==> src/fpes_pkg.sv <==
package fpes_pkg;
    // flash command codes
    localparam logic [7:0] CMD_PROGRAM   = 8'h40;
    localparam logic [7:0] CMD_ERASE     = 8'h20;
    localparam logic [7:0] CMD_CONFIRM   = 8'hD0;
    localparam logic [7:0] CMD_SUSPEND   = 8'hB0;
    localparam logic [7:0] CMD_STATUS    = 8'h70;
    localparam logic [7:0] CMD_CLEAR     = 8'h50;
    localparam logic [7:0] CMD_READ      = 8'hFF;
    localparam logic [7:0] CMD_PROT_PROG = 8'hC0;
    // write_status field positions
    localparam int READY_BIT      = 7;
    localparam int ERASE_SUSP_BIT = 6;
    localparam int ERASE_ERR_BIT  = 5;
    localparam int PROG_ERR_BIT   = 4;
    localparam int SUPPLY_ERR_BIT = 3;
    localparam int PROG_SUSP_BIT  = 2;
    localparam int LOCKED_BIT     = 1;
    // controller register byte offsets
    localparam logic [7:0] REG_CTRL   = 8'h00;
    localparam logic [7:0] REG_ADDR   = 8'h04;
    localparam logic [7:0] REG_DATA   = 8'h08;
    localparam logic [7:0] REG_STATUS = 8'h0C;
    localparam logic [7:0] REG_RDATA  = 8'h10;
    // operation codes written to REG_CTRL[3:0]
    localparam logic [3:0] OP_PROGRAM   = 4'h1;
    localparam logic [3:0] OP_ERASE     = 4'h2;
    localparam logic [3:0] OP_PROT_PROG = 4'h3;
    localparam logic [3:0] OP_SUSPEND   = 4'h4;
    localparam logic [3:0] OP_RESUME    = 4'h5;
    localparam logic [3:0] OP_READ      = 4'h6;
    localparam logic [3:0] OP_CLEAR     = 4'h7;
    localparam logic [3:0] OP_STATUS    = 4'h8;
    // bus timing in ns and derived cycles at 50 MHz
    localparam int CLK_NS      = 20;
    localparam int PULSE_NS    = 80;
    localparam int PULSE_CYC   = (PULSE_NS + CLK_NS - 1) / CLK_NS;
    typedef enum logic [1:0] {FPES_BUS_IDLE, FPES_BUS_ACT, FPES_BUS_GAP}
        fpes_bus_state_t;
endpackage : fpes_pkg

==> src/fpes_bus_cycle.sv <==
`timescale 1ns/1ps
// one asynchronous write or read cycle on the flash pins
module fpes_bus_cycle #(
    parameter int AW = 21,
    parameter int PULSE = fpes_pkg::PULSE_CYC
) (
    input  wire logic          aclk,
    input  wire logic          aresetn,
    input  wire logic          start,
    input  wire logic          is_write,
    input  wire logic [AW-1:0] addr,
    input  wire logic [15:0]   wdata,
    output logic               done,
    output logic [15:0]        rdata,
    output logic [AW-1:0]      flash_addr,
    output logic               flash_ce_n,
    output logic               flash_oe_n,
    output logic               flash_we_n,
    output logic [15:0]        flash_dq_o,
    output logic               flash_dq_oe,
    input  wire logic [15:0]   flash_dq_i
);
    fpes_pkg::fpes_bus_state_t state;
    logic [7:0]  cnt;
    logic [15:0] dq_s1;
    logic [15:0] dq_s2;
    logic        wr;

    always_ff @(posedge aclk) begin
        dq_s1 <= flash_dq_i;
        dq_s2 <= dq_s1;
    end

    // ce is raised between cycles so every read samples fresh status
    always_ff @(posedge aclk) begin
        if (!aresetn) begin
            state       <= fpes_pkg::FPES_BUS_IDLE;
            cnt         <= 8'h00;
            wr          <= 1'b0;
            done        <= 1'b0;
            rdata       <= 16'h0000;
            flash_addr  <= '0;
            flash_ce_n  <= 1'b1;
            flash_oe_n  <= 1'b1;
            flash_we_n  <= 1'b1;
            flash_dq_o  <= 16'h0000;
            flash_dq_oe <= 1'b0;
        end else begin
            done <= 1'b0;
            case (state)
                fpes_pkg::FPES_BUS_IDLE: begin
                    if (start) begin
                        state       <= fpes_pkg::FPES_BUS_ACT;
                        cnt         <= 8'(PULSE + 2);
                        wr          <= is_write;
                        flash_addr  <= addr;
                        flash_dq_o  <= wdata;
                        flash_dq_oe <= is_write;
                        flash_ce_n  <= 1'b0;
                        flash_we_n  <= !is_write;
                        flash_oe_n  <= is_write;
                    end
                end
                fpes_pkg::FPES_BUS_ACT: begin
                    if (cnt == 8'h00) begin
                        if (!wr) begin
                            rdata <= dq_s2;
                        end
                        flash_ce_n <= 1'b1;
                        flash_we_n <= 1'b1;
                        flash_oe_n <= 1'b1;
                        cnt        <= 8'(PULSE);
                        state      <= fpes_pkg::FPES_BUS_GAP;
                    end else begin
                        cnt <= cnt - 8'h01;
                    end
                end
                fpes_pkg::FPES_BUS_GAP: begin
                    if (cnt == 8'h00) begin
                        flash_dq_oe <= 1'b0;
                        done        <= 1'b1;
                        state       <= fpes_pkg::FPES_BUS_IDLE;
                    end else begin
                        cnt <= cnt - 8'h01;
                    end
                end
                default: state <= fpes_pkg::FPES_BUS_IDLE;
            endcase
        end
    end
endmodule : fpes_bus_cycle

==> src/fpes_host.sv <==
// Our own choices: the placing of the registers and the AXI4-Lite register port.
`timescale 1ns/1ps
module fpes_host #(
    parameter int AW = 21
) (
    input  wire logic          aclk,
    input  wire logic          aresetn,
    input  wire logic [7:0]    s_axi_awaddr,
    input  wire logic          s_axi_awvalid,
    output logic               s_axi_awready,
    input  wire logic [31:0]   s_axi_wdata,
    input  wire logic [3:0]    s_axi_wstrb,
    input  wire logic          s_axi_wvalid,
    output logic               s_axi_wready,
    output logic [1:0]         s_axi_bresp,
    output logic               s_axi_bvalid,
    input  wire logic          s_axi_bready,
    input  wire logic [7:0]    s_axi_araddr,
    input  wire logic          s_axi_arvalid,
    output logic               s_axi_arready,
    output logic [31:0]        s_axi_rdata,
    output logic [1:0]         s_axi_rresp,
    output logic               s_axi_rvalid,
    input  wire logic          s_axi_rready,
    output logic [AW-1:0]      flash_addr,
    output logic               flash_ce_n,
    output logic               flash_oe_n,
    output logic               flash_we_n,
    output logic [15:0]        flash_dq_o,
    output logic               flash_dq_oe,
    input  wire logic [15:0]   flash_dq_i
);
    typedef enum logic [2:0] {
        FPES_IDLE, FPES_CMD1, FPES_CMD2, FPES_POLL, FPES_READ
    } fpes_state_t;

    fpes_state_t     state;
    logic [AW-1:0]   op_addr;
    logic [15:0]     op_data;
    logic [3:0]      op;
    logic [7:0]      status;
    logic [15:0]     read_word;
    logic            busy;
    logic            refused;
    logic            in_status_mode;
    logic            aw_held;
    logic            w_held;
    logic [7:0]      aw_addr;
    logic [31:0]     w_data;
    logic [3:0]      w_strb;
    logic            cyc_start;
    logic            cyc_write;
    logic [AW-1:0]   cyc_addr;
    logic [15:0]     cyc_wdata;
    logic            cyc_done;
    logic [15:0]     cyc_rdata;
    logic            wr_fire;
    logic            go;
    logic [7:0]      first_code;
    logic [7:0]      second_code;
    logic            two_cycle;
    logic            needs_poll;
    logic            blocked;

    assign s_axi_awready = !aw_held && !s_axi_bvalid;
    assign s_axi_wready  = !w_held && !s_axi_bvalid;
    assign s_axi_arready = !s_axi_rvalid;
    assign wr_fire       = aw_held && w_held && !s_axi_bvalid;
    assign go = wr_fire && aw_addr == fpes_pkg::REG_CTRL && w_strb[0]
                && !busy;

    always_ff @(posedge aclk) begin
        if (!aresetn) begin
            aw_held <= 1'b0;
            w_held  <= 1'b0;
            aw_addr <= 8'h00;
            w_data  <= 32'h0000_0000;
            w_strb  <= 4'h0;
        end else begin
            if (s_axi_awvalid && s_axi_awready) begin
                aw_held <= 1'b1;
                aw_addr <= s_axi_awaddr;
            end else if (wr_fire) begin
                aw_held <= 1'b0;
            end
            if (s_axi_wvalid && s_axi_wready) begin
                w_held <= 1'b1;
                w_data <= s_axi_wdata;
                w_strb <= s_axi_wstrb;
            end else if (wr_fire) begin
                w_held <= 1'b0;
            end
        end
    end

    always_ff @(posedge aclk) begin
        if (!aresetn) begin
            s_axi_bvalid <= 1'b0;
            s_axi_bresp  <= 2'b00;
        end else if (wr_fire) begin
            s_axi_bvalid <= 1'b1;
            s_axi_bresp  <= (aw_addr == fpes_pkg::REG_CTRL ||
                             aw_addr == fpes_pkg::REG_ADDR ||
                             aw_addr == fpes_pkg::REG_DATA) ? 2'b00 : 2'b10;
        end else if (s_axi_bready) begin
            s_axi_bvalid <= 1'b0;
        end
    end

    always_ff @(posedge aclk) begin
        if (!aresetn) begin
            op_addr <= '0;
            op_data <= 16'h0000;
        end else if (wr_fire) begin
            if (aw_addr == fpes_pkg::REG_ADDR) begin
                op_addr <= w_data[AW-1:0];
            end
            if (aw_addr == fpes_pkg::REG_DATA) begin
                op_data <= w_data[15:0];
            end
        end
    end

    // the device refuses these itself; stopping here saves the command and poll bus cycles
    always_comb begin
        blocked = 1'b0;
        case (w_data[3:0])
            fpes_pkg::OP_PROGRAM, fpes_pkg::OP_PROT_PROG:
                blocked = status[fpes_pkg::SUPPLY_ERR_BIT];
            fpes_pkg::OP_ERASE:
                blocked = status[fpes_pkg::SUPPLY_ERR_BIT] ||
                          status[fpes_pkg::LOCKED_BIT];
            default: blocked = 1'b0;
        endcase
    end

    always_comb begin
        first_code  = fpes_pkg::CMD_READ;
        second_code = op_data[7:0];
        two_cycle   = 1'b0;
        needs_poll  = 1'b0;
        case (op)
            fpes_pkg::OP_PROGRAM: begin
                first_code = fpes_pkg::CMD_PROGRAM;
                two_cycle  = 1'b1;
                needs_poll = 1'b1;
            end
            fpes_pkg::OP_ERASE: begin
                first_code  = fpes_pkg::CMD_ERASE;
                second_code = fpes_pkg::CMD_CONFIRM;
                two_cycle   = 1'b1;
                needs_poll  = 1'b1;
            end
            fpes_pkg::OP_PROT_PROG: begin
                first_code = fpes_pkg::CMD_PROT_PROG;
                two_cycle  = 1'b1;
                needs_poll = 1'b1;
            end
            fpes_pkg::OP_SUSPEND: begin
                first_code  = fpes_pkg::CMD_STATUS;
                second_code = fpes_pkg::CMD_SUSPEND;
                two_cycle   = 1'b1;
                needs_poll  = 1'b1;
            end
            fpes_pkg::OP_RESUME: first_code = fpes_pkg::CMD_CONFIRM;
            fpes_pkg::OP_READ:   first_code = fpes_pkg::CMD_READ;
            fpes_pkg::OP_CLEAR:  first_code = fpes_pkg::CMD_CLEAR;
            fpes_pkg::OP_STATUS: begin
                first_code = fpes_pkg::CMD_STATUS;
                needs_poll = 1'b1;
            end
            default: first_code = fpes_pkg::CMD_READ;
        endcase
    end

    assign busy = state != FPES_IDLE;

    always_comb begin
        cyc_start = 1'b0;
        cyc_write = 1'b1;
        cyc_addr  = op_addr;
        cyc_wdata = {8'h00, first_code};
        case (state)
            FPES_CMD1: cyc_start = 1'b1;
            FPES_CMD2: begin
                cyc_start = 1'b1;
                cyc_wdata = (op == fpes_pkg::OP_PROGRAM ||
                             op == fpes_pkg::OP_PROT_PROG) ? op_data
                                                           : {8'h00, second_code};
            end
            FPES_POLL, FPES_READ: begin
                cyc_start = 1'b1;
                cyc_write = 1'b0;
            end
            default: cyc_start = 1'b0;
        endcase
    end

    always_ff @(posedge aclk) begin
        if (!aresetn) begin
            state          <= FPES_IDLE;
            op             <= 4'h0;
            status         <= 8'h00;
            read_word      <= 16'h0000;
            refused        <= 1'b0;
            in_status_mode <= 1'b0;
        end else begin
            case (state)
                FPES_IDLE: begin
                    if (go && blocked) begin
                        refused <= 1'b1;
                    end else if (go) begin
                        refused <= 1'b0;
                        op      <= w_data[3:0];
                        state   <= FPES_CMD1;
                    end else if (wr_fire && aw_addr == fpes_pkg::REG_ADDR
                                 && !in_status_mode) begin
                        state <= FPES_READ;
                    end
                end
                FPES_CMD1: begin
                    if (cyc_done) begin
                        if (two_cycle) begin
                            state <= FPES_CMD2;
                        end else if (needs_poll) begin
                            state <= FPES_POLL;
                        end else begin
                            state <= FPES_IDLE;
                        end
                        if (op == fpes_pkg::OP_READ) begin
                            in_status_mode <= 1'b0;
                        end
                        if (op == fpes_pkg::OP_CLEAR) begin
                            status <= 8'h00;
                        end
                    end
                end
                FPES_CMD2: begin
                    if (cyc_done) begin
                        state          <= FPES_POLL;
                        in_status_mode <= 1'b1;
                    end
                end
                // each poll is a fresh ce cycle
                FPES_POLL: begin
                    if (cyc_done) begin
                        status <= cyc_rdata[7:0];
                        if (cyc_rdata[fpes_pkg::READY_BIT]) begin
                            state <= FPES_IDLE;
                        end
                    end
                end
                FPES_READ: begin
                    if (cyc_done) begin
                        read_word <= cyc_rdata;
                        state     <= FPES_IDLE;
                    end
                end
                default: state <= FPES_IDLE;
            endcase
        end
    end

    fpes_bus_cycle #(
        .AW    (AW),
        .PULSE (fpes_pkg::PULSE_CYC)
    ) u_cycle (
        .aclk        (aclk),
        .aresetn     (aresetn),
        .start       (cyc_start && !cyc_done),
        .is_write    (cyc_write),
        .addr        (cyc_addr),
        .wdata       (cyc_wdata),
        .done        (cyc_done),
        .rdata       (cyc_rdata),
        .flash_addr  (flash_addr),
        .flash_ce_n  (flash_ce_n),
        .flash_oe_n  (flash_oe_n),
        .flash_we_n  (flash_we_n),
        .flash_dq_o  (flash_dq_o),
        .flash_dq_oe (flash_dq_oe),
        .flash_dq_i  (flash_dq_i)
    );

    logic [4:0] err;
    always_comb begin
        err[0] = status[fpes_pkg::PROG_ERR_BIT] &&
                 status[fpes_pkg::ERASE_ERR_BIT];
        err[1] = status[fpes_pkg::ERASE_ERR_BIT] &&
                 !status[fpes_pkg::PROG_ERR_BIT];
        err[2] = status[fpes_pkg::PROG_ERR_BIT] &&
                 !status[fpes_pkg::ERASE_ERR_BIT] &&
                 !status[fpes_pkg::SUPPLY_ERR_BIT] &&
                 !status[fpes_pkg::LOCKED_BIT];
        err[3] = status[fpes_pkg::SUPPLY_ERR_BIT];
        err[4] = status[fpes_pkg::LOCKED_BIT];
    end

    always_ff @(posedge aclk) begin
        if (!aresetn) begin
            s_axi_rvalid <= 1'b0;
            s_axi_rdata  <= 32'h0000_0000;
            s_axi_rresp  <= 2'b00;
        end else if (s_axi_arvalid && s_axi_arready) begin
            s_axi_rvalid <= 1'b1;
            s_axi_rresp  <= 2'b00;
            case (s_axi_araddr)
                fpes_pkg::REG_CTRL:   s_axi_rdata <= {28'h0, op};
                fpes_pkg::REG_ADDR:   s_axi_rdata <= 32'(op_addr);
                fpes_pkg::REG_DATA:   s_axi_rdata <= {16'h0000, op_data};
                fpes_pkg::REG_STATUS: s_axi_rdata <= {12'h000, err,
                    4'h0, in_status_mode, refused, busy, status};
                fpes_pkg::REG_RDATA:  s_axi_rdata <= {16'h0000, read_word};
                default: begin
                    s_axi_rdata <= 32'h0000_0000;
                    s_axi_rresp <= 2'b10;
                end
            endcase
        end else if (s_axi_rready) begin
            s_axi_rvalid <= 1'b0;
        end
    end
endmodule : fpes_host

==> config.mk <==
export PLATFORM = sky130hd
export DESIGN_NAME = fpes_host
export DESIGN_NICKNAME = d
export VERILOG_FILES = /design/src/fpes_pkg.sv /design/src/fpes_bus_cycle.sv /design/src/fpes_host.sv
export SDC_FILE = /design/constraint.sdc
export NUM_CORES = 1
export LEC_CHECK = 0
export BUFFER_PORTS_ARGS = -buffer_cell sky130_fd_sc_hd__buf_2
export CORE_UTILIZATION = 62
export CTS_BUF_LIST = sky130_fd_sc_hd__clkbuf_4
export DETAILED_ROUTE_END_ITERATION = 12
export PLACE_DENSITY = 0.87
export SLEW_MARGIN = 20
export SYNTH_ARGS = -nofsm -noshare
export SYNTH_HDL_FRONTEND = slang
export SYNTH_SLANG_ARGS = --single-unit
export TNS_END_PERCENT = 1
==> constraint.sdc <==
create_clock -name aclk -period 4.9 [get_ports aclk]
set_input_delay 0.98 -clock aclk [delete_from_list [all_inputs] [get_ports aclk]]
set_output_delay 0.98 -clock aclk [all_outputs]
set_load 0.005 [all_outputs]
==> results.sh, run 1 <==
export IMPL_status="completed"
export IMPL_cts_tree="built"
export IMPL_grt_overflow=0
export IMPL_seqPwrFrac_pct=46.7
export IMPL_drive_gt1_share_pct=19.54
export IMPL_p_leak_nw=4.014
export IMPL_fp_dieArea_mm2=0.01493
export IMPL_finalClockSkew_ns=0.02710
export IMPL_firstDrtPassIters=7
export IMPL_netlist_area_leader_share_pct=50.96
export IMPL_grtUsageTotal_pct=31.17
export IMPL_wl_per_cell_um=16.47
export IMPL_fin_crit_sh_pct=50.98
export IMPL_ir_drop_v=0.0002727
export IMPL_clk_pin_slew_ns=0.06
export IMPL_grt_max_degree=65
export IMPL_avgSynthCellArea_um2=8.371
export IMPL_drv_cap=0
export IMPL_htree_levels=2
export IMPL_synth_area_top_cells="dfxtp_1 51%, nand2_1 12%, a21oi_1 9.1%"
export IMPL_p_int_w=0.003028
export IMPL_row_count=43
export IMPL_p_switching_w=0.001399
export IMPL_critPathLaunch="s_axi_bvalid$_SDFFE_PN0P_"
export IMPL_num_fill_cells=1077
export IMPL_cp_required_ns=5.48
export IMPL_grt_pass1_vias=7169
export IMPL_die_h_um=122.2
export IMPL_die_w_um=122.2
export IMPL_synthTopCellsByCount="283 x nand2_1, 228 x dfxtp_1, 163 x a21oi_1, 54 x nor2_1, 48 x clkbuf_1"
export IMPL_synth_most_common_cell="nand2_1"
export IMPL_hold_path_class="reg -> reg"
export IMPL_cts_repair_resized=0
export IMPL_synth_edff_count=0
export IMPL_yosysWarnings=0
export IMPL_layout_cells_non_filler=1408
export IMPL_setup_viol=0
export IMPL_whs_ns=0.3141
export IMPL_maxSlewViolCount=0
export IMPL_max_slew_worst_pin_slew_ns=1.169
export IMPL_ant_nets=0
export IMPL_ys_seq_area_share_pct=50.96
export IMPL_drt_total_wl_um=23200
export IMPL_start_util_pct=64.03
export IMPL_slew_limit_headroom_pct=21.91
export IMPL_synthArstFlopShare_pct=0
export IMPL_clk_path_buf_depth=3
export IMPL_nNetsFinal=1272
export IMPL_ys_seq_elements=228
export IMPL_clock_latency_ns=0.66
export IMPL_io_pins=157
export IMPL_netlist_area_mm2=0.008957
export IMPL_fmax_mhz=400.3
export IMPL_startpoint_type="register"
export IMPL_hpwl_um=15690
export IMPL_r2r_start="s_axi_bvalid$_SDFFE_PN0P_"
export IMPL_slowest_delay_ns=0.87
export IMPL_port_buffers=129
export IMPL_place_gp_congestion=0.9245
export IMPL_reg2reg_slack_ns=2.40
export IMPL_crit_path_max_fanout=21
export IMPL_power_density_mw_per_mm2=434.6
export IMPL_n_antenna_cell=0
export IMPL_dp_cells=1313
export IMPL_dr_total_vias=8175
export IMPL_clock_sinks=228
export IMPL_rsz0062_at_grt="no"
export IMPL_setup_ws_ns=2.402
export IMPL_place_ws_ns=1.982
export IMPL_core_area_mm2=0.01399
export IMPL_swShare_pct=31.61
export IMPL_post_cts_repair_setup_buffers=0
export IMPL_yosysTopAreaCell="dfxtp_1"
export IMPL_fin_crit_ns=2.498
export IMPL_hold_violations=0
export IMPL_synth_distinct_cells=62
export IMPL_cts_hold_buf=0
export IMPL_drt_initial_drc_count=1052
export IMPL_cp_slowest_cell="nor2_2"
export IMPL_via_per_inst=5.806
export IMPL_worstHoldStart="u_cycle.dq_s1[6]$_DFF_P_"
export IMPL_cp_top_family="simple AND/OR/NAND/NOR gates"
export IMPL_syn_to_final_growth_pct=13.73
export IMPL_arrival_ns=3.08
export IMPL_grt_pass1_wl_um=35830
export IMPL_end_kind="register"
export IMPL_route_detailed_drc=0
export IMPL_cts_root_buf="clkbuf_4"
export IMPL_antenna_found_initial=0
export IMPL_crit_type="reg -> reg"
export IMPL_cp_num_buf_inv=0
export IMPL_setup_tns_ns=0
export IMPL_pwr_share_clk_pct=33.4
export IMPL_synth_top_flop_cell="dfxtp_1"
export IMPL_numCtsBuffers=55
export IMPL_postSynthCellCount=1070
export IMPL_p_comb_share_pct=19.9
export IMPL_crit_chain="and4bb_2 -> nand4_1 -> nor2_2 -> nand2_1 -> a21oi_1"
[final cells by class]
| cell class | instances | area, um^2 | share of cell area (%) |
|---|---|---|---|
| flip-flops and latches | 228 | 4564 | 44.80 |
| multi-input cells | 758 | 3994 | 39.20 |
| repair buffers | 134 | 683.2 | 6.706 |
| clock buffers | 82 | 615.6 | 6.043 |
| well taps | 180 | 225.2 | 2.211 |
| clock inverters | 13 | 53.80 | 0.5281 |
| inverters | 13 | 51.30 | 0.5036 |
[final timing paths]
path / end / cells after the start
worst max-delay path: cyc_addr[18]$_SDFFE_PN0N_ / 5
worst min-delay path: u_cycle.dq_s2[6]$_DFF_P_ / 0
worst max register to register: cyc_addr[18]$_SDFFE_PN0N_ / 5
worst min register to register: u_cycle.dq_s2[6]$_DFF_P_ / 0
[power by group through the flow]
stage | sequential (W) | combinational (W) | clock, W
3_3_place_gp | 0.00210 | 0.000846 | 0
4_1_cts | 0.00206 | 0.000869 | 0.00149
5_1_grt | 0.00208 | 0.000961 | 0.00160
2_1_floorplan | 0.00207 | 0.000673 | 0
3_5_place_dp | 0.00210 | 0.000863 | 0
6_report | 0.00207 | 0.000880 | 0.00148
[state kept, by name (all words and copies together) (netlist names), 2 cells and up]
name,count
u_cycle.flash_dq_o,16
u_cycle.cnt,8
op,4
u_cycle.flash_addr,21
read_word,16
op_data,16
cyc_addr,21
u_cycle.dq_s2,16
status,8
w_data,21
state,3
s_axi_rdata,21
aw_addr,8
u_cycle.dq_s1,16
u_cycle.rdata,16
u_cycle.state,2
[worst reg2reg max path, cell delays in order, from the launching register on]
cell	delay, ns
dfxtp_1	0.37
and4bb_2	0.34
nand4_1	0.31
nor2_2	0.87
nand2_1	0.34
a21oi_1	0.21
[cells by family (layout without fill, tap and decap cells)]
| kind of cell | Yosys count | count (layout) | share of synthesized area (%) |
|---|---|---|---|
| mux | 20 | 20 | 2.696 |
| fa+ha+maj | 7 | 7 | 0.9777 |
| simple gates | 434 | 434 | 21.34 |
| flops | 228 | 228 | 50.96 |
| other cells | 1 | 13 | 0.04187 |
| buf+inv | 96 | 242 | 4.987 |
| xor+xnor | 3 | 3 | 0.2934 |
| compound gates | 281 | 281 | 18.70 |
[layer usage]
metal	vias up	wire length, um	global-route usage [%]
li1	3914	-	-
met1	3722	9702	41.36
met2	452	10400	47.78
met3	87	2023	6.367
met4	0	1068	16.69
met5	-	0	0
[per-stage QoR]
| step | instance area (um^2) | total power, W | util [%] |
|---|---|---|---|
| after floorplan | 9002 | 0.002744 | - |
| after global placement | 9518 | 0.002945 | 68.04 |
| after detailed placement | 9518 | 0.002967 | 68.04 |
| after CTS | 10190 | 0.004426 | 72.83 |
| after global routing | 10190 | 0.004635 | 72.83 |
| final | 10190 | 0.004427 | 72.83 |
[layout by cell type, fill, tap and decap left out, types with 2 or more instances in the layout]
master,instances
o21ai_0,28
ha_1,7
nand3b_1,5
and2_1,5
a22o_1,13
nand2b_1,8
a21o_1,4
a211oi_1,9
a21oi_1,163
nor2b_1,12
mux2i_1,14
clkbuf_4,82
nand3_1,20
and3_1,10
nand4_1,4
xnor2_1,3
nor2_1,53
nor4b_1,3
o21a_1,2
clkinv_1,10
mux2_2,3
inv_1,12
and4_1,2
a211o_1,3
nor3b_1,5
buf_4,5
o31ai_1,3
nor3_1,14
a22oi_1,19
o22ai_1,13
nand2_1,283
buf_2,129
dfxtp_1,228
a31oi_1,9
conb_1,13
nor2_2,2
mux4_2,3
Note: power is estimated with default switching activity, not from simulation.
==> inputs of run 2 (changes only) <==
CORE_UTILIZATION = 58   (was 62)
PLACE_DENSITY = 0.82   (was 0.87)
clock period = 2.4 ns   (was 4.9 ns; I/O delays follow)
==> run 2 against run 1 <==
Net effect:
- critical path type unchanged
- worst hold slack worse by 0.29 ns
- final cell count is 3.4% higher
- sequential cell count unchanged
- sequential power grew 100%
- via count is 1.6% higher
- global-route usage down 1.5 points
- largest power group unchanged
- largest cell class unchanged
- design area is 3.7% higher
- total power up 110%
- clock power is 100% higher
- combinational power rose by 110%
- clock skew about the same
==> results.sh, run 2 (synthesized netlist as in run 1, its figures left out) <==
export IMPL_status="completed"
export IMPL_antenna_found_initial=1
export IMPL_crit_path_max_fanout=9
export IMPL_dp_cells=1340
export IMPL_r2r_end="u_cycle.cnt[3]$_SDFFE_PN0P_"
export IMPL_grt_max_degree=127
export IMPL_final_common_cell="nand2_1"
export IMPL_r2r_start="u_cycle.state[0]$_SDFFE_PN0P_"
export IMPL_wl_per_cell_um=16.12
export IMPL_critPathLaunch="u_cycle.state[0]$_SDFFE_PN0P_"
export IMPL_dr_total_vias=8307
export IMPL_cp_required_ns=3.02
export IMPL_hold_depth=3
export IMPL_nNetsFinal=1311
export IMPL_row_count=45
export IMPL_grt_pass1_vias=7497
export IMPL_via_per_inst=5.705
export IMPL_cp_top_family="simple AND/OR/NAND/NOR gates"
export IMPL_final_cell_mix="283 x nand2_1, 228 x dfxtp_1, 163 x a21oi_1"
export IMPL_post_route_util_pct=69.76
export IMPL_firstDrtPassIters=5
export IMPL_maxSlewViolCount=0
export IMPL_setup_viol=0
export IMPL_hold_path_class="in -> reg"
export IMPL_whs_endpoint="w_data[13]$_SDFFE_PN0P_"
export IMPL_power_density_mw_per_mm2=862.2
export IMPL_max_slew_worst_pin_slew_ns=0.9012
export IMPL_setup_ws_ns=0.2663
export IMPL_ir_drop_v=0.0006170
export IMPL_drive_gt1_share_pct=20.28
export IMPL_crit_chain="inv_1 -> ha_1 -> nor2_1 -> nor4b_1 -> nand3_1 -> nor4b_1 -> a211o_1"
export IMPL_end_kind="register"
export IMPL_crit_type="reg -> reg"
export IMPL_grtUsageTotal_pct=29.69
export IMPL_drv_cap=0
export IMPL_fp_dieArea_mm2=0.01594
export IMPL_cts_hold_buf=19
export IMPL_port_buffers=129
export IMPL_layout_cells_non_filler=1456
export IMPL_cpMostUsedCell="nor4b_1"
export IMPL_cts_repair_resized=0
export IMPL_reg2reg_slack_ns=0.27
export IMPL_die_h_um=126.3
export IMPL_hold_violations=0
export IMPL_grt_pass1_wl_um=37650
export IMPL_fin_crit_sh_pct=88.90
export IMPL_worstHoldStart="s_axi_wdata[13]"
export IMPL_clock_latency_ns=0.70
export IMPL_slew_limit_headroom_pct=39.46
export IMPL_fin_crit_ns=2.134
export IMPL_numCtsBuffers=55
export IMPL_startpoint_type="register"
export IMPL_clk_pin_slew_ns=0.06
export IMPL_finalClockSkew_ns=0.02753
export IMPL_p_total_w=0.009110
export IMPL_route_detailed_drc=0
export IMPL_core_area_mm2=0.01515
export IMPL_grt_overflow=0
export IMPL_worst_r2r_path_depth=7
export IMPL_fmax_mhz=468.7
export IMPL_die_w_um=126.3
export IMPL_setup_tns_ns=0
export IMPL_drt_total_wl_um=23470
export IMPL_place_gp_congestion=0.8860
export IMPL_cts_root_buf="clkbuf_4"
export IMPL_post_cts_repair_setup_buffers=0
export IMPL_io_pins=157
export IMPL_cp_num_buf_inv=1
export IMPL_place_ws_ns=0.3508
export IMPL_clk_path_buf_depth=3
export IMPL_syn_to_final_growth_pct=17.96
export IMPL_ant_nets=0
export IMPL_slowest_delay_ns=0.41
export IMPL_drt_initial_drc_count=858
export IMPL_rsz0062_at_grt="no"
export IMPL_cts_tree="built"
export IMPL_start_util_pct=59.14
export IMPL_arrival_ns=2.76
export IMPL_clock_sinks=228
export IMPL_cp_slowest_cell="ha_1"
export IMPL_htree_levels=2
export IMPL_p_leak_nw=4.193
export IMPL_hpwl_um=15460
## run 2: cell count changes in the layout (fill, tap and decap cells not counted)
cell | before | now
and2_0 | 0 | 1
and2_1 | 5 | 4
buf_12 | 0 | 2
buf_4 | 5 | 22
clkbuf_4 | 82 | 80
clkinv_1 | 10 | 11
clkinvlp_4 | 1 | 2
diode_2 | 0 | 1
dlygate4sd3_1 | 0 | 20
inv_2 | 1 | 0
inv_6 | 0 | 1
nor2_1 | 53 | 54
nor2_2 | 2 | 1
## run 2: how the worst max path moves through the flow
stage	endpoint	slack, ns	cells past startpoint
after detailed placement	u_cycle.cnt[3]$_SDFFE_PN0P_	0.35	5
after floorplan	u_cycle.cnt[3]$_SDFFE_PN0P_	0.66	7
after CTS	u_cycle.cnt[3]$_SDFFE_PN0P_	0.32	5
final	u_cycle.cnt[3]$_SDFFE_PN0P_	0.27	7
after global routing	u_cycle.cnt[3]$_SDFFE_PN0P_	0.03	7
after global placement	s_axi_rdata[2]$_SDFFE_PN0P_	0.37	6
## run 2: worst register-to-register path, stage by stage (launching register included)
cell and delay, ns:
dfxtp_1 0.34, inv_1 0.11, ha_1 0.41, nor2_1 0.15, nor4b_1 0.29, nand3_1 0.27
nor4b_1 0.37, a211o_1 0.14
## run 2: cell type report
class | instances | area, um^2
Clock buffer | 80 | 600.6
Multi-Input combinational cell | 758 | 3991
Antenna cell | 1 | 2.502
Sequential cell | 228 | 4564
Tap cell | 188 | 235.2
Clock inverter | 15 | 70.07
Inverter | 13 | 51.30
Fill cell | 1178 | 4579
Timing Repair Buffer | 173 | 1051
## run 2: per-stage QoR
stage	area, um^2	hold slack (ns)
after floorplan	9002	0.3096
after global placement	9693	0.3130
after detailed placement	9693	0.3121
after CTS	10550	0.001913
after global routing	10570	0.001560
final	10570	0.02617
## run 2: power breakdown
group | internal [W] | leakage [nW] | switching [W]
Clock | 0.00153 | 0.394 | 0.00150
Combinational | 0.000715 | 1.94 | 0.00118
Sequential | 0.00402 | 1.86 | 0.000180
Total | 0.00626 | 4.19 | 0.00285
## run 2: metal layers
layer,track usage (%),share of wire [%],vias up,wire length [um]
li1,-,-,3989,-
met1,40.23,43,3850,10090
met2,46.12,46,418,10700
met3,6.500,8.9,50,2097
met4,11.98,2.5,0,575
met5,0,0,-,0
==> inputs of run 3 (changes only) <==
CORE_ASPECT_RATIO = 0.7   (was unset)
SYNTH_HIERARCHICAL = 1   (was unset)
==> run 3 against run 2 <==
Net effect:
- final cell count up 0.34%
- design area increased by 0.73%
- wire length is essentially flat
- sequential share of layout area fell by 0.31 points
- area after synthesis is 0.73% higher
- combinational power down 24%
- total power is 4.2% lower
- synthesized cell count increased by 0.56%
- via count fell by 1.7%
- die area up 0.77%
- sequential cell count stayed put
- highest routed layer unchanged
==> results.sh, run 3 <==
export IMPL_status="completed"
export IMPL_netlist_area_leader_share_pct=50.59
export IMPL_worstHoldStart="s_axi_rready"
export IMPL_port_buffers=129
export IMPL_grt_max_degree=80
export IMPL_maxSlewViolCount=0
export IMPL_swShare_pct=27.67
export IMPL_clock_latency_ns=0.63
export IMPL_nNetsFinal=1313
export IMPL_r2r_start="aw_addr[4]$_SDFFE_PN0P_"
export IMPL_critPathLaunch="aw_addr[4]$_SDFFE_PN0P_"
export IMPL_grt_pass1_wl_um=37560
export IMPL_route_detailed_drc=0
export IMPL_startpoint_type="register"
export IMPL_cts_hold_buf=16
export IMPL_drive_gt1_share_pct=21.01
export IMPL_n_antenna_cell=0
export IMPL_ys_seq_elements=228
export IMPL_final_cell_mix="289 x nand2_1, 228 x dfxtp_1, 158 x a21oi_1"
export IMPL_drt_total_wl_um=23460
export IMPL_wl_per_cell_um=16.06
export IMPL_finalClockSkew_ns=0.03113
export IMPL_ys_seq_area_share_pct=50.59
export IMPL_numCtsBuffers=50
export IMPL_pwr_share_clk_pct=36.4
export IMPL_fmax_mhz=478.9
export IMPL_power_density_mw_per_mm2=820.1
export IMPL_die_h_um=106.4
export IMPL_ir_drop_v=0.0005329
export IMPL_synthArstFlopShare_pct=0
export IMPL_crit_path_max_fanout=6
export IMPL_drv_cap=0
export IMPL_cts_repair_resized=0
export IMPL_via_per_inst=5.588
export IMPL_synth_distinct_cells=71
export IMPL_grt_overflow=0
export IMPL_hpwl_um=16340
export IMPL_end_kind="register"
export IMPL_cp_required_ns=2.90
export IMPL_p_comb_share_pct=16.3
export IMPL_max_slew_worst_pin_slew_ns=0.6982
export IMPL_post_route_util_pct=71.18
export IMPL_setup_viol=0
export IMPL_cts_root_buf="clkbuf_4"
export IMPL_antenna_found_initial=0
export IMPL_hold_path_class="in -> reg"
export IMPL_clock_sinks=228
export IMPL_avgSynthCellArea_um2=8.385
export IMPL_clk_path_buf_depth=3
export IMPL_yosysTopAreaCell="dfxtp_1"
export IMPL_grtUsageTotal_pct=29.82
export IMPL_dr_total_vias=8164
export IMPL_p_int_w=0.006314
export IMPL_synth_most_common_cell="nand2_1"
export IMPL_fin_crit_sh_pct=87.00
export IMPL_synth_edff_count=0
export IMPL_post_cts_repair_setup_buffers=0
export IMPL_fp_dieArea_mm2=0.01607
export IMPL_yosysWarnings=6
export IMPL_grt_pass1_vias=7406
export IMPL_io_pins=157
export IMPL_ant_nets=0
export IMPL_setup_tns_ns=0
export IMPL_slew_limit_headroom_pct=52.80
export IMPL_hold_violations=0
export IMPL_die_w_um=151.1
export IMPL_wl_met2_um=10020
export IMPL_place_gp_congestion=0.9592
export IMPL_wl_met1_um=10420
export IMPL_drt_initial_drc_count=862
export IMPL_wl_met3_um=2698
export IMPL_firstDrtPassIters=6
export IMPL_cts_tree="built"
export IMPL_arrival_ns=2.59
export IMPL_synth_top_flop_cell="dfxtp_1"
export IMPL_crit_type="reg -> reg"
export IMPL_p_switching_w=0.002415
export IMPL_netlist_area_mm2=0.009022
export IMPL_final_common_cell="nand2_1"
export IMPL_fin_crit_ns=2.088
export IMPL_syn_to_final_growth_pct=17.97
export IMPL_seqPwrFrac_pct=47.3
export IMPL_postSynthCellCount=1076
export IMPL_clk_pin_slew_ns=0.07
export IMPL_synth_area_top_cells="dfxtp_1 51%, nand2_1 12%, a21oi_1 8.8%"
export IMPL_p_leak_nw=4.336
export IMPL_dr_max_layer_used="met4"
export IMPL_row_count=37
export IMPL_core_area_mm2=0.01495
export IMPL_start_util_pct=60.34
export IMPL_synthTopCellsByCount="289 x nand2_1, 228 x dfxtp_1, 158 x a21oi_1, 68 x nor2_1, 54 x clkbuf_1"
export IMPL_htree_levels=2
export IMPL_rsz0062_at_grt="no"
## run 3: cell types whose count changed after synthesis, moves of 8 or more
| cell | change |
|---|---|
| buf_2 | -15 |
| a22o_1 | -8 |
| nor2_1 | +14 |
| mux2i_1 | +14 |
| nand3_1 | -10 |
| o22ai_1 | -10 |
## run 3: cell families after synthesis
group,Yosys count,share of synthesized area [%]
AOI/OAI and AO/OA,259,17.00
muxes,37,4.604
buffers and inverters,98,5.103
xor gates and xnor gates,1,0.09709
DFF,228,50.59
and+or+nand+nor,447,21.87
adders and majority gates,5,0.6934
other,1,0.04156
## run 3: per-layer routing
layer | global-route usage [%] | vias to the layer above
li1 | - | 3970
met1 | 43.85 | 3729
met2 | 43.09 | 428
met3 | 7.296 | 37
met4 | 8.071 | 0
met5 | 0 | -
## run 3: cell type report
type | count | area [um^2]
clock buffers | 76 | 570.5
clock inverters | 9 | 113.9
fillers | 1183 | 4309
inverters | 18 | 67.56
multi-input cells | 762 | 4043
flip-flops and latches | 228 | 4564
well taps | 195 | 244.0
repair buffers | 173 | 1041
## run 3: per-stage QoR
stage,setup slack [ns],total power [W],instances,hold slack (ns),area (um^2)
3_5_place_dp,0.3571,0.005583,1360,0.3121,9799
6_report,0.3120,0.008729,1461,0.07291,10640
2_1_floorplan,0.2599,0.005200,1088,0.3096,9067
5_1_grt,0.2083,0.009171,1461,0.03415,10640
3_3_place_gp,0.3893,0.005536,1360,0.3100,9799
4_1_cts,0.3347,0.008761,1461,0.03753,10640
## run 3: path summary, 6_finish.rpt
path	end	slack, ns	cells past startpoint
worst max-delay path	op[1]$_SDFFE_PN0P_	0.31	5
worst min-delay path	s_axi_rvalid$_SDFFE_PN0P_	0.07	2
worst max register to register	op[1]$_SDFFE_PN0P_	0.31	5
worst min register to register	u_cycle/dq_s2[7]$_DFF_P_	0.31	0
## run 3: worst max-delay path, stage by stage (launching register included)
cell     delay [ns]
dfxtp_1        0.31
or4_4          0.56
nor4_4         0.46
nand3_1        0.34
mux2i_1        0.25
nor2_1         0.05
## run 3: power by group through the flow
stage	sequential [W]	combinational (W)	clock (W)
global route	0.00415	0.00156	0.00346
floorplan	0.00416	0.00104	0
detailed placement	0.00421	0.00137	0
CTS	0.00412	0.00140	0.00324
global placement	0.00420	0.00134	0
finish	0.00413	0.00143	0.00318
